<file path="src/hdl/timer16_cfg.svh">
// register offsets, field positions, reset values and fixed TOP counts
//Behaviour
// - control register holds 2-bit output actions: A at 7:6, B 5:4, C 3:2
// - action 1x hands the pin over to the compare output; 01 only where it toggles
// - the pin is driven only when its direction bit selects output
// - non-PWM: 00 off, 01 toggle, 10 clear, 11 set on compare match
// - fast PWM: 10 clears on match and sets at TOP, 11 the reverse
// - PWM code 01: off if mode top bit is 0, else toggle A only
// - fast PWM with compare equal TOP and high bit set: act only at TOP
// - dual slope: 10 clears on up match and sets on down match, 11 reverse
// - 4-bit mode from control bits 1:0 plus two bits elsewhere; 13 reserved
// - mode 0 counts to 0xFFFF, compare loads at once, overflow at MAX
// - mode 4 tops at compare A, mode 12 at capture; immediate; flag at MAX
// - modes 1-3 dual slope with tops 0xFF/0x1FF/0x3FF, load TOP, flag BOTTOM
// - fast modes 5-7 fixed tops, 14 capture, 15 compare A; load and flag TOP
// - modes 8/9 top from capture/compare A; load and flag at BOTTOM
// - modes 10/11 top from capture/compare A; load TOP, flag at BOTTOM
// - dual slope counts zero up to TOP and back down, over and over
`ifndef TIMER16_CFG_SVH
`define TIMER16_CFG_SVH

`define OFS_OUT_MODE_CTRL 8'h00
`define OFS_CLK_MODE_CTRL 8'h04
`define OFS_CMP_A 8'h08
`define OFS_CMP_B 8'h0C
`define OFS_CMP_C 8'h10
`define OFS_CAPTURE 8'h14
`define OFS_COUNT 8'h18
`define OFS_STATUS 8'h1C

`define ACT_A_LSB 6
`define ACT_B_LSB 4
`define ACT_C_LSB 2
`define WAVE_LO_LSB 0
`define WAVE_HI_LSB 3
`define OVF_BIT 0

`define RST_CTRL 8'h00
`define RST_WORD 16'h0000

`define TOP_MAX 16'hFFFF
`define TOP_8BIT 16'h00FF
`define TOP_9BIT 16'h01FF
`define TOP_10BIT 16'h03FF
`define BOTTOM_VAL 16'h0000

`define MODE_NORMAL 4'h0
`define MODE_CTC_CMP 4'h4
`define MODE_CTC_CAP 4'hC
`define MODE_RSVD 4'hD

`define RESP_OKAY 2'h0
`define RESP_SLVERR 2'h2

`endif

</file>
<file path="src/hdl/timer16_pkg.sv">
// types shared by the wave mode timer files
package timer16_pkg;
	typedef enum logic [1:0] {
		CLS_NONPWM = 2'b00,
		CLS_FAST = 2'b01,
		CLS_DUAL = 2'b10,
		CLS_STOP = 2'b11
	} modeClass_t;
	typedef enum logic [1:0] {
		PT_IMMED = 2'b00,
		PT_TOP = 2'b01,
		PT_BOTTOM = 2'b10,
		PT_MAX = 2'b11
	} eventPoint_t;
endpackage : timer16_pkg

</file>
<file path="src/hdl/timer16_wave_mode_control.sv">
// 16-bit timer with wave mode control, three compare pins, AXI4-Lite slave
`timescale 1ns/1ps
`default_nettype none
`include "timer16_cfg.svh"
module timer16_wave_mode_control (
	input wire logic clk_sys,
	input wire logic rstn,
	input wire logic [7:0] s_axi_awaddr,
	input wire logic s_axi_awvalid,
	output logic s_axi_awready,
	input wire logic [31:0] s_axi_wdata,
	input wire logic [3:0] s_axi_wstrb,
	input wire logic s_axi_wvalid,
	output logic s_axi_wready,
	output logic [1:0] s_axi_bresp,
	output logic s_axi_bvalid,
	input wire logic s_axi_bready,
	input wire logic [7:0] s_axi_araddr,
	input wire logic s_axi_arvalid,
	output logic s_axi_arready,
	output logic [31:0] s_axi_rdata,
	output logic [1:0] s_axi_rresp,
	output logic s_axi_rvalid,
	input wire logic s_axi_rready,
	input wire logic [2:0] portData,
	input wire logic [2:0] portDirOut,
	output logic [2:0] pinOut,
	output logic [2:0] pinOeN,
	output logic overflowFlag
);
	localparam logic [7:0] CMP_OFS [3] = '{`OFS_CMP_A, `OFS_CMP_B, `OFS_CMP_C};
	localparam int ACT_LSB [3] = '{`ACT_A_LSB, `ACT_B_LSB, `ACT_C_LSB};

	function automatic logic [15:0] mergeHalf(
		input logic [15:0] old,
		input logic [31:0] data,
		input logic [3:0] strb
	);
		logic [15:0] res;
		res = old;
		if (strb[0])
			res[7:0] = data[7:0];
		if (strb[1])
			res[15:8] = data[15:8];
		return res;
	endfunction : mergeHalf

	// control and data registers
	logic [7:0] outputModeCtrl_r;
	logic [1:0] waveHigh_r;
	logic [15:0] cmpBuf_r [3];
	logic [15:0] cmpAct_r [3];
	logic [15:0] capture_r;
	logic [15:0] count_r;
	logic countUp_r;
	logic overflow_r;
	logic [2:0] pinOut_r;
	logic [2:0] pinOeN_r;

	// bus state
	logic awHeld_r;
	logic wHeld_r;
	logic [7:0] awAddr_r;
	logic [31:0] wData_r;
	logic [3:0] wStrb_r;
	logic bvalid_r;
	logic [1:0] bresp_r;
	logic rvalid_r;
	logic [31:0] rdata_r;
	logic [1:0] rresp_r;

	// write channel: address and data are accepted in either order
	assign s_axi_awready = ~awHeld_r & ~bvalid_r;
	assign s_axi_wready = ~wHeld_r & ~bvalid_r;
	assign s_axi_bvalid = bvalid_r;
	assign s_axi_bresp = bresp_r;
	wire awFire = s_axi_awvalid & s_axi_awready;
	wire wFire = s_axi_wvalid & s_axi_wready;
	wire wrDo = awHeld_r & wHeld_r;
	wire [7:0] wrAddr = {awAddr_r[7:2], 2'b00};
	wire wrOutCtrl = wrDo & (wrAddr == `OFS_OUT_MODE_CTRL);
	wire wrClkCtrl = wrDo & (wrAddr == `OFS_CLK_MODE_CTRL);
	wire wrCapture = wrDo & (wrAddr == `OFS_CAPTURE);
	wire wrStatus = wrDo & (wrAddr == `OFS_STATUS);
	wire wrCount = wrAddr == `OFS_COUNT;
	wire [2:0] wrCmp;
	wire wrHit = wrOutCtrl | wrClkCtrl | wrCapture | wrStatus | (|wrCmp) |
		(wrDo & wrCount);

	always_ff @(posedge clk_sys) begin
		if (!rstn) begin
			awHeld_r <= 1'b0;
			wHeld_r <= 1'b0;
			awAddr_r <= 8'h00;
			wData_r <= 32'h0000_0000;
			wStrb_r <= 4'h0;
		end else begin
			if (awFire)
				awAddr_r <= s_axi_awaddr;
			if (wFire) begin
				wData_r <= s_axi_wdata;
				wStrb_r <= s_axi_wstrb;
			end
			awHeld_r <= wrDo ? 1'b0 : (awHeld_r | awFire);
			wHeld_r <= wrDo ? 1'b0 : (wHeld_r | wFire);
		end
	end

	always_ff @(posedge clk_sys) begin
		if (!rstn) begin
			bvalid_r <= 1'b0;
			bresp_r <= `RESP_OKAY;
		end else if (wrDo) begin
			bvalid_r <= 1'b1;
			bresp_r <= wrHit ? `RESP_OKAY : `RESP_SLVERR;
		end else if (s_axi_bready) begin
			bvalid_r <= 1'b0;
		end
	end

	// mode decode
	wire [3:0] waveModeSelect = {waveHigh_r,
		outputModeCtrl_r[`WAVE_LO_LSB +: 2]};
	wire waveModeTopBit = waveModeSelect[3];
	timer16_pkg::modeClass_t modeClass;
	timer16_pkg::eventPoint_t updatePoint;
	timer16_pkg::eventPoint_t overflowPoint;
	logic [15:0] topValue;

	wave_mode_decode u_decode (
		.waveModeSelect(waveModeSelect),
		.captureValue(capture_r),
		.compareValueA(cmpAct_r[0]),
		.modeClass(modeClass),
		.topValue(topValue),
		.updatePoint(updatePoint),
		.overflowPoint(overflowPoint)
	);

	// counter
	wire atTop = count_r == topValue;
	wire atBottom = count_r == `BOTTOM_VAL;
	wire pastTop = count_r >= topValue;
	wire topIsZero = topValue == `BOTTOM_VAL;
	wire isDual = modeClass == timer16_pkg::CLS_DUAL;
	wire isStop = modeClass == timer16_pkg::CLS_STOP;
	wire [15:0] countInc = count_r + 16'h0001;
	wire [15:0] countDec = count_r - 16'h0001;
	// fast modes wrap on overshoot so a lowered TOP cannot run away to MAX
	wire [15:0] singleNxt = (modeClass == timer16_pkg::CLS_NONPWM) ?
		(atTop ? `BOTTOM_VAL : countInc) :
		(pastTop ? `BOTTOM_VAL : countInc);
	wire turnDown = countUp_r & pastTop;
	wire turnUp = ~countUp_r & atBottom;
	wire [15:0] dualNxt = topIsZero ? `BOTTOM_VAL :
		countUp_r ? (turnDown ? countDec : countInc) :
		(turnUp ? countInc : countDec);
	wire countUpNxt = isDual ? (countUp_r ? ~turnDown : turnUp) : 1'b1;
	wire [15:0] countNxt = isStop ? count_r : isDual ? dualNxt : singleNxt;

	// bottom event in dual slope is the turn at zero, not the start-up zero
	wire bottomEvent = isDual ? atBottom & ~countUp_r : atBottom;
	wire overflowEvent =
		((overflowPoint == timer16_pkg::PT_MAX) & (count_r == `TOP_MAX)) |
		((overflowPoint == timer16_pkg::PT_TOP) & atTop) |
		((overflowPoint == timer16_pkg::PT_BOTTOM) & bottomEvent);
	wire updateEvent = ~isStop & (
		(updatePoint == timer16_pkg::PT_IMMED) |
		((updatePoint == timer16_pkg::PT_TOP) & atTop) |
		((updatePoint == timer16_pkg::PT_BOTTOM) & atBottom));

	always_ff @(posedge clk_sys) begin
		if (!rstn) begin
			count_r <= `BOTTOM_VAL;
			countUp_r <= 1'b1;
		end else begin
			count_r <= countNxt;
			countUp_r <= countUpNxt;
		end
	end

	// flag set by hardware wins over a same-cycle clear
	wire ovfClear = wrStatus & wStrb_r[0] & wData_r[`OVF_BIT];
	always_ff @(posedge clk_sys) begin
		if (!rstn)
			overflow_r <= 1'b0;
		else if (overflowEvent)
			overflow_r <= 1'b1;
		else if (ovfClear)
			overflow_r <= 1'b0;
	end
	assign overflowFlag = overflow_r;

	// control registers
	always_ff @(posedge clk_sys) begin
		if (!rstn) begin
			outputModeCtrl_r <= `RST_CTRL;
			waveHigh_r <= 2'b00;
			capture_r <= `RST_WORD;
		end else begin
			if (wrOutCtrl & wStrb_r[0])
				outputModeCtrl_r <= wData_r[7:0];
			if (wrClkCtrl & wStrb_r[0])
				waveHigh_r <= wData_r[`WAVE_HI_LSB +: 2];
			if (wrCapture)
				capture_r <= mergeHalf(capture_r, wData_r, wStrb_r);
		end
	end

	// per-channel compare buffers, active values and pin muxing
	logic [2:0] chanLevel;
	logic [2:0] chanConnected;
	genvar gi;
	generate
		for (gi = 0; gi < 3; gi++) begin : g_chan
			assign wrCmp[gi] = wrDo & (wrAddr == CMP_OFS[gi]);
			wire [1:0] action = outputModeCtrl_r[ACT_LSB[gi] +: 2];

			always_ff @(posedge clk_sys) begin
				if (!rstn) begin
					cmpBuf_r[gi] <= `RST_WORD;
					cmpAct_r[gi] <= `RST_WORD;
				end else begin
					if (wrCmp[gi])
						cmpBuf_r[gi] <= mergeHalf(cmpBuf_r[gi], wData_r, wStrb_r);
					if (updateEvent)
						cmpAct_r[gi] <= cmpBuf_r[gi];
				end
			end

			compare_channel u_chan (
				.clk_sys(clk_sys),
				.rstn(rstn),
				.action(action),
				.modeClass(modeClass),
				.waveModeTopBit(waveModeTopBit),
				.chanIsA(gi == 0),
				.match(count_r == cmpAct_r[gi]),
				.atTop(atTop),
				.countUp(countUp_r),
				.compareIsTop(cmpAct_r[gi] == topValue),
				.outLevel(chanLevel[gi]),
				.connected(chanConnected[gi])
			);

			always_ff @(posedge clk_sys) begin
				if (!rstn) begin
					pinOut_r[gi] <= 1'b0;
					pinOeN_r[gi] <= 1'b1;
				end else begin
					pinOut_r[gi] <= chanConnected[gi] ? chanLevel[gi] :
						portData[gi];
					pinOeN_r[gi] <= ~portDirOut[gi];
				end
			end
		end
	endgenerate
	assign pinOut = pinOut_r;
	assign pinOeN = pinOeN_r;

	// read channel: one read at a time, answer the cycle after acceptance
	assign s_axi_arready = ~rvalid_r;
	assign s_axi_rvalid = rvalid_r;
	assign s_axi_rdata = rdata_r;
	assign s_axi_rresp = rresp_r;
	wire arFire = s_axi_arvalid & s_axi_arready;
	wire [7:0] rdAddr = {s_axi_araddr[7:2], 2'b00};
	wire rdOutCtrl = rdAddr == `OFS_OUT_MODE_CTRL;
	wire rdClkCtrl = rdAddr == `OFS_CLK_MODE_CTRL;
	wire rdCmpA = rdAddr == `OFS_CMP_A;
	wire rdCmpB = rdAddr == `OFS_CMP_B;
	wire rdCmpC = rdAddr == `OFS_CMP_C;
	wire rdCapture = rdAddr == `OFS_CAPTURE;
	wire rdCount = rdAddr == `OFS_COUNT;
	wire rdStatus = rdAddr == `OFS_STATUS;
	wire rdHit = rdOutCtrl | rdClkCtrl | rdCmpA | rdCmpB | rdCmpC |
		rdCapture | rdCount | rdStatus;
	wire [31:0] rdWord =
		rdOutCtrl ? {24'h000000, outputModeCtrl_r} :
		rdClkCtrl ? {27'h0000000, waveHigh_r, 3'b000} :
		rdCmpA ? {16'h0000, cmpBuf_r[0]} :
		rdCmpB ? {16'h0000, cmpBuf_r[1]} :
		rdCmpC ? {16'h0000, cmpBuf_r[2]} :
		rdCapture ? {16'h0000, capture_r} :
		rdCount ? {16'h0000, count_r} :
		rdStatus ? {31'h00000000, overflow_r} : 32'h0000_0000;

	always_ff @(posedge clk_sys) begin
		if (!rstn) begin
			rvalid_r <= 1'b0;
			rdata_r <= 32'h0000_0000;
			rresp_r <= `RESP_OKAY;
		end else if (arFire) begin
			rvalid_r <= 1'b1;
			rdata_r <= rdWord;
			rresp_r <= rdHit ? `RESP_OKAY : `RESP_SLVERR;
		end else if (s_axi_rready) begin
			rvalid_r <= 1'b0;
		end
	end
endmodule : timer16_wave_mode_control
`default_nettype wire

</file>
<file path="src/hdl/wave_mode_decode.sv">
// decodes the 4-bit wave mode into class, TOP source and event points
`timescale 1ns/1ps
`default_nettype none
`include "timer16_cfg.svh"
module wave_mode_decode (
	input wire logic [3:0] waveModeSelect,
	input wire logic [15:0] captureValue,
	input wire logic [15:0] compareValueA,
	output timer16_pkg::modeClass_t modeClass,
	output logic [15:0] topValue,
	output timer16_pkg::eventPoint_t updatePoint,
	output timer16_pkg::eventPoint_t overflowPoint
);
	wire isNonPwm = (waveModeSelect == `MODE_NORMAL) |
		(waveModeSelect == `MODE_CTC_CMP) |
		(waveModeSelect == `MODE_CTC_CAP);
	wire isReserved = waveModeSelect == `MODE_RSVD;
	wire lowFixed = ~waveModeSelect[3] & (|waveModeSelect[1:0]);
	wire isDual = (lowFixed & ~waveModeSelect[2]) |
		(waveModeSelect[3] & ~waveModeSelect[2]);
	wire isFreqCorrect = waveModeSelect[3:1] == 3'b100;
	wire usesCapture = waveModeSelect[3] & ~waveModeSelect[0];
	wire [15:0] fixedTop = (waveModeSelect[1:0] == 2'b01) ? `TOP_8BIT :
		(waveModeSelect[1:0] == 2'b10) ? `TOP_9BIT : `TOP_10BIT;

	assign modeClass = isReserved ? timer16_pkg::CLS_STOP :
		isNonPwm ? timer16_pkg::CLS_NONPWM :
		isDual ? timer16_pkg::CLS_DUAL : timer16_pkg::CLS_FAST;
	assign topValue = (waveModeSelect == `MODE_NORMAL) ? `TOP_MAX :
		lowFixed ? fixedTop :
		usesCapture ? captureValue : compareValueA;
	assign updatePoint = isNonPwm ? timer16_pkg::PT_IMMED :
		isFreqCorrect ? timer16_pkg::PT_BOTTOM : timer16_pkg::PT_TOP;
	assign overflowPoint = isNonPwm ? timer16_pkg::PT_MAX :
		isDual ? timer16_pkg::PT_BOTTOM : timer16_pkg::PT_TOP;
endmodule : wave_mode_decode
`default_nettype wire

</file>
<file path="src/hdl/compare_channel.sv">
// one compare output: applies the action code for the current mode class
`timescale 1ns/1ps
`default_nettype none
module compare_channel (
	input wire logic clk_sys,
	input wire logic rstn,
	input wire logic [1:0] action,
	input wire timer16_pkg::modeClass_t modeClass,
	input wire logic waveModeTopBit,
	input wire logic chanIsA,
	input wire logic match,
	input wire logic atTop,
	input wire logic countUp,
	input wire logic compareIsTop,
	output logic outLevel,
	output logic connected
);
	logic level_r;
	logic level_nxt;
	wire nonPwm = modeClass == timer16_pkg::CLS_NONPWM;
	// reserved B/C toggle is kept off the pin rather than guessed at
	wire toggleOk = (action == 2'b01) &
		(nonPwm | (waveModeTopBit & chanIsA));
	wire fastMatch = match & ~(compareIsTop & action[1]);

	assign connected = action[1] | toggleOk;
	assign outLevel = level_r;

	always_comb begin
		level_nxt = level_r;
		case (modeClass)
			timer16_pkg::CLS_NONPWM: begin
				if (match & toggleOk)
					level_nxt = ~level_r;
				else if (match & action[1])
					level_nxt = action[0];
			end
			timer16_pkg::CLS_FAST: begin
				if (atTop & action[1])
					level_nxt = ~action[0];
				else if (fastMatch & action[1])
					level_nxt = action[0];
				else if (match & toggleOk)
					level_nxt = ~level_r;
			end
			timer16_pkg::CLS_DUAL: begin
				if (match & action[1])
					level_nxt = countUp ? action[0] : ~action[0];
				else if (match & toggleOk)
					level_nxt = ~level_r;
			end
			default: level_nxt = level_r;
		endcase
	end

	always_ff @(posedge clk_sys) begin
		if (!rstn)
			level_r <= 1'b0;
		else
			level_r <= level_nxt;
	end
endmodule : compare_channel
`default_nettype wire

</file>
<file path="config.mk">
export PLATFORM = sky130hd
export DESIGN_NAME = timer16_wave_mode_control
export DESIGN_NICKNAME = d
export VERILOG_FILES = /design/src/hdl/timer16_pkg.sv /design/src/hdl/timer16_wave_mode_control.sv /design/src/hdl/wave_mode_decode.sv /design/src/hdl/compare_channel.sv
export VERILOG_INCLUDE_DIRS = /design/src /design/src/hdl
export SDC_FILE = /design/constraint.sdc
export NUM_CORES = 1
export LEC_CHECK = 0
export ABC_AREA = 1
export BUFFER_PORTS_ARGS = -buffer_cell sky130_fd_sc_hd__buf_2
export CELL_PAD_IN_SITES_DETAIL_PLACEMENT = 0
export CELL_PAD_IN_SITES_GLOBAL_PLACEMENT = 1
export CORE_MARGIN = 2
export CORE_UTILIZATION = 40
export CTS_CLUSTER_DIAMETER = 50
export DETAILED_ROUTE_END_ITERATION = 10
export GPL_ROUTABILITY_DRIVEN = 0
export GPL_TIMING_DRIVEN = 1
export PLACE_DENSITY_LB_ADDON = 0.25
export SLEW_MARGIN = 10
export SYNTH_ARGS = -nofsm -noshare
export SYNTH_HDL_FRONTEND = slang
export SYNTH_SLANG_ARGS = --single-unit
</file>
<file path="constraint.sdc">
create_clock -name clk_sys -period 3.53 [get_ports clk_sys]
set_input_delay 0.353 -clock clk_sys [delete_from_list [all_inputs] [get_ports clk_sys]]
set_output_delay 0.353 -clock clk_sys [all_outputs]
set_load 0.03 [all_outputs]
</file>
### Word level (Yosys, flattened, before mapping)

Memory sizes are Yosys's and may differ from the RTL's.
Cells that the tools add are included.

| operators by class | value |
|---|---|
| add/sub/neg operators | 2 |
| multipliers | 0 |
| div/mod/pow operators | 0 |
| $lt $le $gt $ge | 1 |
| equal/unequal tests | 42 |
| shift-type cells | 0 |
| muxes and demuxes | 101 |
| bitwise operators | 105 |
| reductions and logical operators | 20 |

Operators with widths:

| kind | number |
|---|---|
| 16-bit two-way mux | 25 |
| 8-bit two-way mux | 18 |
| 16-bit equality test | 7 |
| 1-bit AND | 51 |
| 6-bit by 3-bit equality test with 1-bit output (second input constant) | 8 |
| 1-bit two-way mux | 46 |
| 16-bit logical NOT | 2 |
| 1-bit OR | 31 |
| 6-bit by 2-bit equality test with 1-bit output (second input constant) | 4 |
| 1-bit inverter | 23 |
| 16-bit by 1-bit adder with 16-bit output (second input constant) | 1 |
| 16-bit equality test (second input constant) | 1 |
| 16-bit >= comparator | 1 |
| 8-bit logical NOT | 2 |
| 2-bit two-way mux | 8 |
| 16-bit by 1-bit subtractor with 16-bit output (second input constant) | 1 |
| 2-bit by 1-bit equality test with 1-bit output (second input constant) | 7 |
| 2-bit equality test (second input constant) | 6 |
| 6-bit by 1-bit equality test with 1-bit output (second input constant) | 2 |
| 2-bit AND reduction | 6 |
| 10-bit two-way mux | 1 |
| 1-bit one-hot mux with 3 select lines | 3 |
| 4-bit equality test (second input constant) | 2 |
| 3-bit by 1-bit inequality test with 1-bit output (second input constant) | 2 |
| other kinds (9) | 13 |

| storage, ports and cells | value |
|---|---|
| register bits | 119 |
| latch bits | 0 |
| bits in writable memories | 96 |
| memory bits (read-only) | 0 |
| output and inout port bits | 48 |
| memories kept | 2 |

Memory list:

| memory | words | width | read ports | clocked after memory_dff | wr ports | line | source |
|---|---|---|---|---|---|---|---|
| cmpAct_r | 3 | 16 | 3 | 0 | 3 | timer16_wave_mode_control.sv:52 | `logic [15:0] cmpAct_r [3];` |
| cmpBuf_r | 3 | 16 | 3 | 0 | 3 | timer16_wave_mode_control.sv:51 | `logic [15:0] cmpBuf_r [3];` |

### Longest topological paths before layout

| logic depth | value |
|---|---|
| word-level depth | 15 |
| gate-level depth with buffers | 22 |

### Cells and area by module

Synthesis repeated with hierarchy kept, for this count alone.

| unflattened totals | value |
|---|---|
| cell total of the unflattened synthesis | 1553 |
| area, all modules | 12218.0 um^2 |

By module, submodules not included:

| module | times used | cells each | area each (um^2) |
|---|---|---|---|
| timer16_wave_mode_control | 1 | 1342 | 11008.1 |
| compare_channel | 3 | 41 | 250.2 |
| wave_mode_decode | 1 | 88 | 459.2 |

### Least setup slack after synthesis

Ideal clock, no wire load.

| path | value |
|---|---|
| path kind | register to register |
| start | reg outputModeCtrl_r[0] |
| end | mem cmpAct_r[0][0] (enable) |
| library setup time | 384 ps |
| arrival time | 3438 ps |
| path slack | -293 ps |
| cell stages (with the launch flop) | 17 |
| buffers on the path | 1 |
| path through | dfxtp_1 -> inv_2 -> buf_2 -> ha_1 -> inv_1 -> nand2_1 -> nand3_1 -> nand2_1 -> inv_1 -> ha_1 -> nand2_1 -> nor3_1 -> nand4_1 -> nor3_4 -> o21ai_2 -> a31oi_2 -> or2_2 |

RTL lines:

| element | line | source |
|---|---|---|
| start, declared | timer16_wave_mode_control.sv:49 | `logic [7:0] outputModeCtrl_r;` |
| start signal, assigned | timer16_wave_mode_control.sv:197 | `` outputModeCtrl_r <= `RST_CTRL; `` |
| start signal, assigned | timer16_wave_mode_control.sv:202 | `outputModeCtrl_r <= wData_r[7:0];` |
| end, declared | timer16_wave_mode_control.sv:52 |  |

==> metrics.md <==
| Metric | Value |
|---|---|
| Status | completed |
| WL met2 | 16400 um |
| Share of layout cells above drive strength 1 | 0.137 |
| Sequential area share after synthesis | 0.408 |
| Placeable Area | 0.0295 mm2 |
| M1 WL | 17300 um |
| Worst-margin pin slew | 1.04 ns |
| Mapped cell area | 0.0119 mm2 |
| Die footprint | 0.0312 mm2 |
| Minimum clock period | 3.26 ns |
| Final ANT Viol Nets | 0 |
| DR iter-0 viols | 896 |
| Max_slew headroom | 0.303 |
| Crit Path Max Fanout | 24 |
| Met3 wire length | 2040 um |
| Synthesized instance count | 1605 |
| Setup violators final | 0 |
| DR top layer | met4 |
| Gr ovfl total | 0 |
| Area Overhead vs Synth | 14.0% |
| ANT cells | 0 |
| Leak Pwr | 5.96 nW |
| Slew Limit Fails | 0 |
| Power density over the cells | 376 mW/mm2 |
| Syn avg cell area | 7.42 um2 |
| CP startpoint kind | register |
| CP required | 3.68 ns |
| Initial antenna violation count | 0 |
| H-Tree Depth | 4 |
| Clock Skews | 0.0196 ns |
| Reg clk slew, reported paths | 0.09 ns |
| Worst-Skew Late Latency | 0.46 ns |
| Dpl ws | 0.189 ns |
| Setup crit end kind | register |
| Synth warn | 0 |
| Finished Layout Cells | 2098 |
| Routed via count | 10600 |
| Site Rows | 63 |
| Vias in the first global route | 10100 |
| Setup TNS | 0 ns |
| Port Buffer Count | 72 |
| IO Count | 113 |
| Vias per cell | 5.04 |
| Total GRT Usage | 0.242 |
| Final core occ | 0.461 |
| Cts bufs inserted | 17 |
| Unique masters post-synth | 49 |
| DP Wirelength | 29100 um |
| Placed instance count | 2066 |
| Initial Utilization | 0.404 |
| Final worst-path cycle share | 0.923 |
| CTS tree | yes |
| Deepest clock path buffer count | 2 |
| WL final | 36700 um |
| Final net count | 1782 |
| Die Span Y | 177 um |
| Pre-Repair DR Iteration Count | 6 |
| Global-route wire length before repair | 57100 um |
| CTS root buf | clkbuf_16 |
| Hold Buf Count CTS | 0 |
| Hold Crit Class | in -> reg |
| Number of max-cap violations | 0 |
| Largest net degree at the start of global routing | 52 |
| Fmax | 307 MHz |
| Die W | 177 um |
| Clock sink count | 195 |
| FF+latch count, synth | 195 |
| WL/cell | 17.5 um |
| Arrival @ worst endpoint | 3.41 ns |
| Worst-case vdd ir drop | 0.000415 V |
| DRC Markers | 0 |
| Fin worst setup slack | 0.272 ns |
| Endpoints failing hold | 0 |
| Crit path kind | reg -> reg |
[kinds of logic (layout without fill, tap and decap cells)]
| family | after synthesis | after routing | share of synthesized area |
|---|---|---|---|
| AO/OA/AOI/OAI | 296 | 296 | 0.135 |
| XOR/XNOR | 75 | 75 | 0.0551 |
| adder cells (fa/ha/maj) | 22 | 22 | 0.0231 |
| buffers and inverters | 321 | 407 | 0.113 |
| flip-flops | 195 | 195 | 0.408 |
| other | 1 | 18 | 0.000315 |
| AND/OR/NAND/NOR | 695 | 695 | 0.266 |
[sequential cells by signal, indices dropped and copies added, names as in the netlist, 3 cells and up]
| register | count |
|---|---|
| awAddr_r | 6 |
| capture_r | 16 |
| cmpAct_r | 48 |
| cmpBuf_r | 48 |
| count_r | 16 |
| g_chan.u_chan.outLevel | 3 |
| outputModeCtrl_r | 8 |
| pinOeN | 3 |
| pinOut | 3 |
| s_axi_rdata | 16 |
| wData_r | 16 |
[final timing paths]
check	slack, ns	end	cells after the start	startpoint
max reg2reg	0.27	cmpAct_r[2][13]	17	outputModeCtrl_r[1]
max	0.27	cmpAct_r[2][13]	17	outputModeCtrl_r[1]
min reg2reg	0.47	s_axi_rdata[8]	2	s_axi_rdata[8]
min	0.04	pinOeN[0]	2	portDirOut[0]
[report_power, final]
group | total [W] | switching, W | internal, W
combinational | 0.000587 | 0.000400 | 0.000186
clock | 0.00200 | 0.00103 | 0.000969
sequential | 0.00253 | 0.0000686 | 0.00246
[placed cells by master (no fill, tap or decap), drive strengths merged, types with 2 or more instances in the layout]
cell type	netlist	layout
inv	234	243
o31ai	2	2
clkinv	1	6
xor2	29	29
nor2	221	221
xnor2	46	46
o22ai	11	11
nand3b	14	14
nand2	295	295
ha	22	22
a21oi	115	115
or2	5	5
a31oi	8	8
o211ai	15	15
o2111ai	5	5
nand4	27	27
nor3	14	14
a2111oi	2	2
clkbuf	44	17
o221ai	2	2
edfxtp	96	96
conb	1	18
o21ai	133	133
buf	42	140
nand3	114	114
nor4	4	4
dfxtp	99	99
[through the flow]
step	area, um2	hold slack (ns)	total power (W)
2_1_floorplan	12000	0.423	0.00298
3_3_place_gp	13000	0.453	0.00316
3_5_place_dp	13000	0.458	0.00317
4_1_cts	13600	0.0248	0.00516
5_1_grt	13600	0.0394	0.00531
6_report	13600	0.0441	0.00511
[routing by layer]
metal / vias up / GRT usage
met1: 4825 / 0.334
met4: 0 / 0.0813
met3: 44 / 0.0360
li1: 5377 / -
met5: - / 0
met2: 328 / 0.387
[cell type report]
cell class,count,area (um2)
clock buffer,17,425
clock inverter,15,183
fill,3038,15900
inverter,235,883
multi-input combinational,1106,5810
sequential,195,4860
tap,390,488
timing repair buffer,140,933
[Yosys cell counts, drive strengths merged]
| cell type | instances | area (um2) |
|---|---|---|
| xnor2 | 46 | 403 |
| o211ai | 15 | 113 |
| a21oi | 115 | 576 |
| o2111ai | 5 | 43.8 |
| inv | 234 | 878 |
| o22ai | 11 | 68.8 |
| nor4 | 4 | 31.3 |
| or2 | 5 | 31.3 |
| nor3 | 14 | 103 |
| a2111oi | 2 | 17.5 |
| clkbuf | 44 | 165 |
| ha | 22 | 275 |
| conb | 1 | 3.75 |
| nand3 | 114 | 598 |
| nor2 | 221 | 990 |
| clkinv | 1 | 5.00 |
| xor2 | 29 | 254 |
| or3 | 1 | 11.3 |
| o21a | 1 | 7.51 |
| o31ai | 2 | 15.0 |
| o21ai | 133 | 673 |
| nand3b | 14 | 105 |
| dfxtp | 99 | 1980 |
| a21o | 1 | 8.76 |
| a221oi | 1 | 8.76 |
| a31oi | 8 | 56.3 |
| o221ai | 2 | 17.5 |
| edfxtp | 96 | 2880 |
| nand4 | 27 | 169 |
| buf | 42 | 297 |
| nand2 | 295 | 1130 |
[worst max-delay path: stages (launching register included)]
cell and delay (ns):
dfxtp_1 0.32, inv_1 0.11, ha_1 0.22, inv_1 0.10, nand2_4 0.14, nand3_1 0.11
nand2_1 0.12, inv_1 0.07, ha_1 0.30, nand4_1 0.15, nor3_2 0.12, buf_4 0.15
nand4_1 0.12, nor3_4 0.23, o21ai_2 0.11, a31oi_4 0.19, or2_4 0.19, buf_12 0.17
[what timing repair did]
item | 4_1_cts | 5_1_grt
setup buffers | 0 | 0
resized for setup | 0 | 4
setup endpoints to repair | 0 | 92
(Power assumes the default switching activity.)
